## src/rtc_access_defs.svh

```systemverilog
// offsets, field positions, reset values and timing counts of the rtc access
`ifndef RTC_ACCESS_DEFS_SVH
`define RTC_ACCESS_DEFS_SVH

`define ADDR_FREEZE      3'h1
`define ADDR_CTRL        3'h7
`define CTRL_ALARM_EN    3
`define CTRL_CLKSEL_HI   7
`define CTRL_CLKSEL_LO   4
`define STAT_ALARM       7
`define STAT_CLKOUT      6
`define CTRL_RESET       8'h00
`define STAT_RESET       8'h00
`define SYNC_RESET       17'h03800
`define CLK_MHZ          40
`define FREEZE_WINDOW_MS 250
`define FREEZE_CYCLES    (`FREEZE_WINDOW_MS * 1000 * `CLK_MHZ)

`endif

```

## src/rtc_access_pkg.sv

```systemverilog
// types shared by the rtc access logic
package rtc_access_pkg;
	typedef enum logic [1:0] {
		ST_IDLE   = 2'b00,
		ST_MEM_RD = 2'b01,
		ST_MEM_WR = 2'b10,
		ST_IO_CYC = 2'b11
	} bus_state_t;
endpackage : rtc_access_pkg

```

## src/pin_sync.sv

```systemverilog
// three-stage synchroniser; output moves once stages two and three agree
`timescale 1ns/100ps
module pin_sync #(
	parameter int       W   = 1,
	parameter [W-1:0]   RST = '0
) (
	input  wire logic         clk_sys,
	input  wire logic         rst_b,
	input  wire logic [W-1:0] d,
	output logic      [W-1:0] q
);
	logic [W-1:0] s1;
	logic [W-1:0] s2;
	logic [W-1:0] s3;

	genvar i;
	generate
		for (i = 0; i < W; i++) begin : g_bit
			always_ff @(posedge clk_sys or negedge rst_b) begin
				if (!rst_b) begin
					s1[i] <= RST[i];
					s2[i] <= RST[i];
					s3[i] <= RST[i];
					q[i]  <= RST[i];
				end else begin
					s1[i] <= d[i];
					s2[i] <= s1[i];
					s3[i] <= s2[i];
					if (s2[i] == s3[i]) begin
						q[i] <= s3[i];
					end
				end
			end
		end
	endgenerate
endmodule : pin_sync

```

## src/clock_out_gen.sv

```systemverilog
// picks one of fifteen square waves and flags its falling edges
`timescale 1ns/100ps
module clock_out_gen (
	input  wire logic        clk_sys,
	input  wire logic        rst_b,
	input  wire logic [14:0] clock_taps,
	input  wire logic [3:0]  clk_sel,
	output logic             level,
	output logic             fall
);
	logic [14:0] taps;
	logic [3:0]  sel_prev;

	function automatic logic pick_tap(input logic [3:0] s,
		input logic [14:0] t);
		pick_tap = (s == 4'h0) ? 1'b1 : t[s - 4'h1];
	endfunction : pick_tap

	pin_sync #(.W(15), .RST(15'h0000)) u_tap_sync (
		.clk_sys (clk_sys),
		.rst_b   (rst_b),
		.d       (clock_taps),
		.q       (taps)
	);

	wire next_level = pick_tap(clk_sel, taps);
	// a change of selection can look like an edge, so it is masked
	wire next_fall  = level && !next_level && (clk_sel != 4'h0)
		&& (clk_sel == sel_prev);

	always_ff @(posedge clk_sys or negedge rst_b) begin
		if (!rst_b) begin
			level    <= 1'b1;
			fall     <= 1'b0;
			sel_prev <= 4'h0;
		end else begin
			level    <= next_level;
			fall     <= next_fall;
			sel_prev <= clk_sel;
		end
	end
endmodule : clock_out_gen

```

## src/rtc_host_access.sv

```systemverilog
// host access, freeze and power-down logic of the bcd real-time clock
`timescale 1ns/100ps
`include "rtc_access_defs.svh"
module rtc_host_access #(
	parameter int FREEZE_CYCLES = `FREEZE_CYCLES
) (
	input  wire logic        clk_sys,
	input  wire logic        rst_b,
	input  wire logic        mode_io,
	input  wire logic        chip_select,
	input  wire logic        select_latch_strobe,
	input  wire logic        write_timing_strobe,
	input  wire logic        read_strobe_b,
	input  wire logic [2:0]  register_select,
	input  wire logic [7:0]  data_lines_in,
	input  wire logic        power_down_b,
	input  wire logic        second_tick,
	input  wire logic        alarm_match,
	input  wire logic [14:0] clock_taps,
	input  wire logic [7:0]  counter_rd_data,
	output logic      [7:0]  data_lines_out,
	output logic             data_lines_oe,
	output logic      [2:0]  counter_addr,
	output logic      [7:0]  counter_wr_data,
	output logic             counter_wr,
	output logic             counter_tick,
	output logic      [7:0]  control_word,
	output logic             clock_out,
	output logic             int_out,
	output logic             int_oe
);
	////////////////////////////////////////////////////////////////////////
	// synchronised pins

	logic [16:0]               pins;
	rtc_access_pkg::bus_state_t state;
	rtc_access_pkg::bus_state_t next_state;
	logic        prev_tpa;
	logic        prev_wr;
	logic        cs_latched;
	logic [2:0]  io_addr;
	logic        pd_active;
	logic        pd_event;
	logic        tick_pending;
	logic [23:0] freeze_cnt;
	logic [7:0]  status;
	logic        prev_alarm;
	logic        clk_level;
	logic        clk_fall;

	pin_sync #(.W(17), .RST(`SYNC_RESET)) u_pin_sync (
		.clk_sys (clk_sys),
		.rst_b   (rst_b),
		.d       ({mode_io, chip_select, select_latch_strobe,
			write_timing_strobe, read_strobe_b, power_down_b,
			register_select, data_lines_in}),
		.q       (pins)
	);

	wire       s_mode = pins[16];
	wire       s_cs   = pins[15];
	wire       s_tpa  = pins[14];
	wire       s_wr   = pins[13];
	wire       s_rd_b = pins[12];
	wire       s_pd_b = pins[11];
	wire [2:0] s_addr = pins[10:8];
	wire [7:0] s_data = pins[7:0];

	////////////////////////////////////////////////////////////////////////
	// bus cycle decoding

	wire tpa_fall = prev_tpa && !s_tpa;
	wire wr_rise  = !prev_wr && s_wr;
	wire wr_fall  = prev_wr && !s_wr;
	// a strobe held high leaves the select pin transparent
	wire sel_now  = s_tpa ? s_cs : cs_latched;
	wire [2:0] eff_addr = s_mode ? io_addr : s_addr;

	always_comb begin
		next_state = state;
		case (state)
			rtc_access_pkg::ST_IDLE: begin
				if (pd_active) begin
					next_state = rtc_access_pkg::ST_IDLE;
				end else if (s_mode) begin
					if (tpa_fall && cs_latched) begin
						next_state = rtc_access_pkg::ST_IO_CYC;
					end
				end else if (sel_now && !s_wr && s_rd_b) begin
					next_state = rtc_access_pkg::ST_MEM_WR;
				end else if (sel_now && !s_rd_b && s_wr) begin
					next_state = rtc_access_pkg::ST_MEM_RD;
				end
			end
			rtc_access_pkg::ST_MEM_WR: begin
				if (s_wr || !sel_now) begin
					next_state = rtc_access_pkg::ST_IDLE;
				end
			end
			rtc_access_pkg::ST_MEM_RD: begin
				if (s_rd_b || !sel_now) begin
					next_state = rtc_access_pkg::ST_IDLE;
				end
			end
			rtc_access_pkg::ST_IO_CYC: begin
				if (wr_fall) begin
					next_state = rtc_access_pkg::ST_IDLE;
				end
			end
			default: next_state = rtc_access_pkg::ST_IDLE;
		endcase
	end

	wire mem_write = (state == rtc_access_pkg::ST_MEM_WR) && wr_rise
		&& s_rd_b;
	wire io_write  = (state == rtc_access_pkg::ST_IO_CYC) && wr_fall
		&& !s_rd_b;
	wire do_write  = mem_write || io_write;
	wire ctrl_wr   = do_write && (eff_addr == `ADDR_CTRL);
	wire arm       = do_write && (eff_addr == `ADDR_FREEZE);
	wire next_oe   = (next_state == rtc_access_pkg::ST_MEM_RD)
		|| ((next_state == rtc_access_pkg::ST_IO_CYC) && s_rd_b);
	wire [7:0] rd_value = (eff_addr == `ADDR_CTRL) ? status
		: counter_rd_data;

	////////////////////////////////////////////////////////////////////////
	// freeze and power-down

	wire freeze_active = freeze_cnt != 24'h000000;
	wire hold = freeze_active || (state != rtc_access_pkg::ST_IDLE);
	wire tick_any = tick_pending || second_tick;
	// no entry while a cycle is open or about to open
	wire next_pd = !s_pd_b && (pd_active
		|| ((state == rtc_access_pkg::ST_IDLE)
		&& (next_state == rtc_access_pkg::ST_IDLE)));

	////////////////////////////////////////////////////////////////////////
	// interrupt sources and clock output

	wire [3:0] clk_sel  = control_word[`CTRL_CLKSEL_HI:`CTRL_CLKSEL_LO];
	wire ev_alarm = alarm_match && !prev_alarm
		&& control_word[`CTRL_ALARM_EN];
	wire ev_clk   = clk_fall;
	wire ev_any   = ev_alarm || ev_clk;
	// an event in the clearing cycle survives the clear
	wire [7:0] next_status = {ev_alarm || (status[`STAT_ALARM] && !ctrl_wr),
		ev_clk || (status[`STAT_CLKOUT] && !ctrl_wr), 6'h00};
	wire next_pd_event = next_pd && (pd_event || ev_any);
	wire next_clock = next_pd ? 1'b0 : clk_level;

	clock_out_gen u_clock_out_gen (
		.clk_sys    (clk_sys),
		.rst_b      (rst_b),
		.clock_taps (clock_taps),
		.clk_sel    (clk_sel),
		.level      (clk_level),
		.fall       (clk_fall)
	);

	////////////////////////////////////////////////////////////////////////
	// registers

	always_ff @(posedge clk_sys or negedge rst_b) begin
		if (!rst_b) begin
			state      <= rtc_access_pkg::ST_IDLE;
			prev_tpa   <= 1'b0;
			prev_wr    <= 1'b1;
			cs_latched <= 1'b0;
			io_addr    <= 3'h0;
			prev_alarm <= 1'b0;
		end else begin
			state      <= next_state;
			prev_tpa   <= s_tpa;
			prev_wr    <= s_wr;
			prev_alarm <= alarm_match;
			// follow while the strobe is high, hold from its fall: the pins
			// may already move on in the cycle in which the fall is seen
			if (s_tpa) begin
				cs_latched <= s_cs;
				if (s_mode) begin
					io_addr <= s_addr;
				end
			end
		end
	end

	always_ff @(posedge clk_sys or negedge rst_b) begin
		if (!rst_b) begin
			data_lines_out  <= 8'h00;
			data_lines_oe   <= 1'b0;
			counter_addr    <= 3'h0;
			counter_wr_data <= 8'h00;
			counter_wr      <= 1'b0;
			control_word    <= `CTRL_RESET;
		end else begin
			data_lines_out  <= rd_value;
			data_lines_oe   <= next_oe;
			counter_addr    <= eff_addr;
			counter_wr_data <= s_data;
			counter_wr      <= do_write;
			if (ctrl_wr) begin
				control_word <= s_data;
			end
		end
	end

	always_ff @(posedge clk_sys or negedge rst_b) begin
		if (!rst_b) begin
			freeze_cnt   <= 24'h000000;
			tick_pending <= 1'b0;
			counter_tick <= 1'b0;
		end else begin
			// re-arming restarts the window, so it ends FREEZE_CYCLES after the last arm
			if (arm) begin
				freeze_cnt <= 24'(FREEZE_CYCLES);
			end else if (freeze_active) begin
				freeze_cnt <= freeze_cnt - 24'h000001;
			end
			tick_pending <= tick_any && hold;
			counter_tick <= tick_any && !hold;
		end
	end

	always_ff @(posedge clk_sys or negedge rst_b) begin
		if (!rst_b) begin
			status    <= `STAT_RESET;
			pd_active <= 1'b0;
			pd_event  <= 1'b0;
			clock_out <= 1'b1;
			int_out   <= 1'b1;
			int_oe    <= 1'b1;
		end else begin
			status    <= next_status;
			pd_active <= next_pd;
			pd_event  <= next_pd_event;
			clock_out <= next_clock;
			int_out   <= ~|next_status;
			int_oe    <= !next_pd || next_pd_event;
		end
	end
endmodule : rtc_host_access

```

## config.mk

```make
export PLATFORM = sky130hd
export DESIGN_NAME = rtc_host_access
export DESIGN_NICKNAME = d
export VERILOG_FILES = /design/src/rtc_access_pkg.sv /design/src/pin_sync.sv /design/src/clock_out_gen.sv /design/src/rtc_host_access.sv
export VERILOG_INCLUDE_DIRS = /design/src
export SDC_FILE = /design/constraint.sdc
export NUM_CORES = 1
export LEC_CHECK = 0
export BUFFER_PORTS_ARGS = -buffer_cell sky130_fd_sc_hd__clkbuf_2
export CAP_MARGIN = 15
export CORE_MARGIN = 2
export CORE_UTILIZATION = 57
export DETAILED_ROUTE_END_ITERATION = 16
export PLACE_DENSITY = 0.8
export RECOVER_POWER = 50
export SLEW_MARGIN = 25
export SYNTH_ARGS = -nofsm -noshare
export SYNTH_HDL_FRONTEND = slang
export SYNTH_SLANG_ARGS = --single-unit
```

## constraint.sdc

```tcl
create_clock -name clk_sys -period 2.85 [get_ports clk_sys]
set_input_delay 0.4275 -clock clk_sys [delete_from_list [all_inputs] [get_ports clk_sys]]
set_output_delay 0.4275 -clock clk_sys [all_outputs]
set_load 0.05 [all_outputs]
```

### Yosys cells after proc, flatten, opt, wreduce, memory -nomap -nowiden

Index checks and enable logic that the tools add are counted.
W data, S select, Z words.

| operators by class | value |
|---|---|
| $add $sub $neg | 2 |
| multiply operators | 0 |
| divide/modulo/power cells | 0 |
| order comparisons | 1 |
| eq/ne operators | 40 |
| shifts and indexed selects | 0 |
| multiplexer cells | 18 |
| bitwise gates (word level) | 0 |
| reductions and logical operators | 60 |

Operators by type and width:

| kind | count |
|---|---|
| $mux W24 | 2 |
| $eq A1 B1 Y1 | 32 |
| $logic_and A1 B1 Y1 | 27 |
| $reduce_bool A24 Y1 | 1 |
| $sub A24 B1 Y24 const B | 1 |
| $mux W2 | 8 |
| $logic_not A1 Y1 | 12 |
| $logic_or A1 B1 Y1 | 12 |
| $mux W8 | 1 |
| $pmux W2 S4 | 1 |
| $eq A2 B2 Y1 const B | 3 |
| $lt A4 B5 Y1 const B | 1 |
| $bmux W1 S4 | 1 |
| $eq A2 B1 Y1 const B | 2 |
| $eq A4 B4 Y1 | 1 |
| $logic_not A2 Y1 | 2 |
| $logic_not A4 Y1 | 1 |
| $mux W1 | 4 |
| $reduce_bool A2 Y1 | 2 |
| $reduce_bool A4 Y1 | 1 |
| $sub A4 B1 Y4 const B | 1 |
| $eq A3 B1 Y1 const B | 1 |
| $eq A3 B3 Y1 const B | 1 |
| $mux W3 | 1 |
| 2 further kinds | 2 |

| storage, ports and cells | value |
|---|---|
| register bits after elaboration | 205 |
| latch bits | 0 |
| memory bits (writable) | 0 |
| bits in read-only memories | 0 |
| input port bits | 44 |
| output and inout bits | 33 |
| word-level logic and storage cells | 273 |
| memories | 0 |

### Depth between registers and ports, before layout

| logic depth | value |
|---|---|
| word-level depth | 14 |
| depth in mapped cells | 8 |
| gate-level depth less buffers | 7 |

### Hierarchy

From an unflattened synthesis, not the netlist that was laid out.

| second synthesis, totals | value |
|---|---|
| cell total of the unflattened synthesis | 462 |
| area, all modules | 7,098.1 µm² |

By module, submodules not included:

| module | times used | cells each | area an instance (µm²) | sequential area each (µm²) |
|---|---|---|---|---|
| rtc_host_access | 1 | 268 | 3,116.7 | 1,781.7 |
| pin_sync (u_pin_sync) | 1 | 85 | 1,908.1 | 1,716.6 |
| pin_sync (u_clock_out_gen.u_tap_sync) | 1 | 75 | 1,670.4 | 1,501.4 |
| clock_out_gen | 1 | 34 | 402.9 | 151.4 |

### Least setup slack after synthesis

OpenSTA, ideal clock, no wires.

| timing | value |
|---|---|
| path type | reg2reg |
| from | register control_word[4] |
| to | register u_clock_out_gen.fall |
| setup time | 0.124 ns |
| data arrival time | 2.297 ns |
| data required time | 2.726 ns |
| path slack | 0.429 ns |
| cell stages (with the launch flop) | 9 |
| buffers on the path | 1 |
| clock period less this slack | 2.421 ns |
| cells stage by stage | dfrtp_1 -> clkbuf_1 -> inv_1 -> ha_1 -> xor2_1 -> a211oi_1 -> a211o_1 -> a31oi_1 -> nor2_1 |

| on the way | value |
|---|---|
| word-level cells in the longest chain between the ends | 8 |
| elaborated cells on any way between the ends | 11 |
| those cells by class | add/sub: 1; eq/ne: 1; mux: 3; reduce/logical: 6 |

RTL lines:

| element | RTL line | RTL |
|---|---|---|
| start: declaration | rtc_host_access.sv:27 | `output logic [7:0] control_word,` |
| start signal: assignment | rtc_host_access.sv:194 | `` control_word <= `CTRL_RESET; `` |
| start signal: assignment | rtc_host_access.sv:202 | `control_word <= s_data;` |
| $sub A4 B1 Y4 | clock_out_gen.sv:16 | `pick_tap = (s == 4'h0) ? 1'b1 : t[s - 4'h1];` |
| $bmux W1 S4 | clock_out_gen.sv:16 |  |
| $mux W1 (implied by the code) | clock_out_gen.sv:16 |  |
| $mux W1 * | clock_out_gen.sv:16 |  |
| via u_clock_out_gen.next_level | clock_out_gen.sv:26 | `wire next_level = pick_tap(clk_sel, taps);` |
| $logic_not A1 Y1 * | clock_out_gen.sv:28 | `wire next_fall = level && !next_level && (clk_sel != 4'h0)` |
| $logic_and A1 B1 Y1 * (2 in a row) | clock_out_gen.sv:28 |  |
| $logic_and A1 B1 Y1 * | clock_out_gen.sv:29 | `&& (clk_sel == sel_prev);` |
| via u_clock_out_gen.next_fall | clock_out_gen.sv:28 |  |
| end signal: assignment | clock_out_gen.sv:38 | `fall <= next_fall;` |
| end: declaration | clock_out_gen.sv:9 | `output logic fall` |

Mark *: on every way through the listed nets, which the timed path passes. The rest lies on a longest branch. The select of a mux whose other input is x is not followed.
A chain may end at the register's enable or synchronous reset.

### Final worst setup path

| timing | value |
|---|---|
| from | register freeze_cnt[0] |
| to | register freeze_cnt[2] |

| on the way | value |
|---|---|
| word-level cells in the longest chain between the ends | 3 |
| elaborated cells on any way between the ends | 5 |
| those cells by class | add/sub: 1; mux: 2; reduce/logical: 2 |

RTL lines:

| element | RTL line | RTL |
|---|---|---|
| start: declaration | rtc_host_access.sv:45 | `logic [23:0] freeze_cnt;` |
| start signal: assignment | rtc_host_access.sv:215 | `freeze_cnt <= 24'(FREEZE_CYCLES);` |
| start signal: assignment | rtc_host_access.sv:217 | `freeze_cnt <= freeze_cnt - 24'h000001;` |
| $sub A24 B1 Y24 | rtc_host_access.sv:217 |  |
| $mux W24 | rtc_host_access.sv:216 | `end else if (freeze_active) begin` |
| $mux W24 | rtc_host_access.sv:214 | `if (arm) begin` |

Several ways; a longest one is shown, not always the timed one. The select of a mux whose other input is x is not followed.

==> flow_summary.yaml <==
drt:
  wire_per_inst_microns: 15.6
  dr_wl_met2_microns: 5620
  drt-pass1-iter-count: 4
  routed.top_layer: "met4"
  dr_wl_met3_microns: 664
  viasPerCell: 5.35
  route.detailed.drc: 0
  postRouteWirelength_microns: 11500
  dr.first_iter.drc_count: 166
  drtAntennaViolNets: 0
  drt-met1-wl_microns: 4900
  via_count: 3951
finish:
  final_cell_mix: "188 x dfrtp_1, 74 x clkbuf_2, 32 x maj3_1, 22 x nor2_1, 20 x clkbuf_16"
  multi_input_area_sq_um: 1780
  area_growth_syn_to_layout_pct: 17.5
  seq_area_sq_um: 5150
  mostFrequentLayoutCell: "dfrtp_1"
  diodes: 0
  drive_gt1_share_pct: 26.1
  final_nets: 604
  fillers: 824
logic_synthesis:
  synth-main-ff-cell: "dfrtp_1"
  ys_seq_area_share_pct: 73.0
  synth_area_per_cell_sq_um: 15.1
  synthTopCellsByArea: "dfrtp_1 67%, dfstp_2 6.3%, maj3_1 4.5%, mux2_2 2.2%, nor2_1 1.2%"
  synth_top_area_share_pct: 66.7
  syn_nets: 513
  synth_area_sq_um: 7050
  yosys_warnings: 0
  async_reset_ff_share_pct: 100
  synth_top_area_cell: "dfrtp_1"
  synth-edff-count: 0
  syn_inst: 466
  ys_ff_latch: 205
  yosysUniqueCellTypes: 64
placed_design:
  gp_congestion: 0.797
  dp_hpwl_microns: 7550
  portBuffers: 76
  place_ws_ps: 534
sta:
  tightest_slew_ps: 1900
  clock_skew_ps: 13.5
  hold_viol: 0
  final-setup-viol-count: 0
  max-slew-margin-rel_pct: -26.5
  rsz0062_at_grt: "false"
  setup_tns_ps: 0
  setup_slack_ps: 445
  fmax_mhz: 416
  period_share_pct: 84.4
  min_period_ps: 2400
  drv_slew: 76
grt:
  grt_pass1_wl_microns: 19800
  grt_pass1_vias: 4127
  grt_antenna_before_repair: 0
  grt.total_usage_pct: 18.6
  overflow: 0
  grt_max_degree: 77
critical_path:
  cp_max_fo: 8
  rr_startpoint: "freeze_cnt[0]$_DFFE_PN0P_"
  critPathKind: "flop to flop"
  critPathArrivalTime_ps: 2760
  cp-start-kind: "flop"
  endpoint_kind: "flop"
  worstPathRequired_ps: 3210
  critPathLaunch: "freeze_cnt[0]$_DFFE_PN0P_"
floorplanning:
  fp.dieW_microns: 115
  core_area_sq_um: 12100
  rows: 40
  initial_core_util_pct: 58.5
  io_pins: 77
  die-area_sq_um: 13300
  die_h_microns: 115
clock_tree:
  htree_levels: 1
  clk_latency_ps: 490
  post_cts_resized: 0
  cts_tree: "built"
  cts_buffers: 20
  cts_sinks: 205
  cts_max_path_buffers: 3
  clkTransAtPathRegs_ps: 60
  root_buffer: "clkbuf_16"
power:
  vdd_ir_drop_max_mv: 0.664
  power_density_nw_per_um2: 933
  power.leakage_nw: 3.76
min_path:
  hp-start: "read_strobe_b"
  holdCritPathClass: "primary input to flop"
status:
  failed_checks: "capacitance limit, slew limit"
  status: "complete, but fails checks"
run:
  drv_cap: 1
-- report_power, final --
part           internal (W)  switching (W)
Sequential          0.00335       0.000375
Combinational      0.000542       0.000917
Clock               0.00152        0.00103
-- per-stage QoR --
stage	instances	area (sq um)	total power [W]	utilization, %	hold slack [ps]
final	738	8290	0.00774	68.7	25.5
after global routing	738	8290	0.00813	68.7	9.04
after CTS	738	8300	0.00780	68.8	19.7
after detailed placement	702	7640	0.00521	63.3	335
after global placement	702	7640	0.00512	63.3	332
after floorplan	466	7050	0.00481	-	132
-- Yosys cell counts, drive strengths merged (3+ instances only) --
master  count
a21oi      11
dfrtp     188
o21ai      10
buf         5
clkbuf      9
nand4       4
xnor2       7
mux4        3
nor4        5
a31oi       3
nand3       4
nor2       23
mux2       14
ha          3
o211ai      3
nand2b      3
or2         4
maj3       32
xor2        8
or4         6
a211o       4
nand2      15
nor3       17
mux2i       3
o31ai       4
inv        13
nor2b      11
or3         3
or3b        3
dfstp      17
-- worst max-delay path: stages, from the launching register on --
cell	delay (ps)
dfrtp_1	420
inv_1	110
ha_1	190
or3b_1	540
or2_4	360
nor4_4	400
or3b_2	210
a21oi_1	60
-- state kept, by name, summed over array words and instances, names as in the netlist, 2 cells and up --
name and flops:
freeze_cnt 24, u_pin_sync.q 17, u_pin_sync.s1 17, u_pin_sync.s2 17, u_pin_sync.s3 17, u_clock_out_gen.u_tap_sync.q 15, u_clock_out_gen.u_tap_sync.s1 15, u_clock_out_gen.u_tap_sync.s2 15
u_clock_out_gen.u_tap_sync.s3 15, control_word 8, counter_wr_data 8, data_lines_out 8, u_clock_out_gen.sel_prev 4, counter_addr 3, io_addr 3, state 2
status 2
-- area by class of cell --
cell class                 instances  share of cell area [%]
clock buffer                      29                    7.05
clock inverter                     6                   0.845
inverter                          13                   0.589
multi-input combinational        234                    21.5
sequential                       205                    62.1
tap                              168                    2.54
timing repair buffer              83                    5.37
-- per-layer routing --
metal	up-vias	GRT usage, %
li1	1821	-
met1	1989	25.6
met2	110	30.5
met3	31	3.80
met4	0	5.38
met5	-	0
-- kinds of logic (layout without fill, tap and decap cells) --
group | count (synthesis) | count (layout) | share of synthesized area, %
multiplexers | 20 | 20 | 3.62
XOR/XNOR | 15 | 15 | 1.86
adder cells (fa/ha/maj) | 35 | 35 | 5.07
AO/OA/AOI/OAI | 53 | 53 | 5.16
buffers and inverters | 27 | 131 | 1.74
AND/OR/NAND/NOR | 111 | 111 | 9.51
flip-flops | 205 | 205 | 73.0
-- final timing paths --
kind	cells after the start	slack, ps	end
max in group asynchronous	3	560	prev_wr$_DFF_PN1_
min in group asynchronous	2	990	u_pin_sync.s2[0]$_DFF_PN0_
setup reg to reg	7	450	freeze_cnt[2]$_DFFE_PN0P_
hold / removal	1	30	u_pin_sync.s1[12]$_DFF_PN1_
setup / recovery	7	450	freeze_cnt[2]$_DFFE_PN0P_
hold reg to reg	0	350	u_clock_out_gen.u_tap_sync.s2[12]$_DFF_PN0_
-- what timing repair did --
| action | 4_1_cts | 5_1_grt |
|---|---|---|
| hold endpoints to repair | 42 | 0 |
| hold buffers | 1 | 0 |
| buffers inserted | 0 | 0 |
No activity file was read; power rests on OpenSTA's default activity.
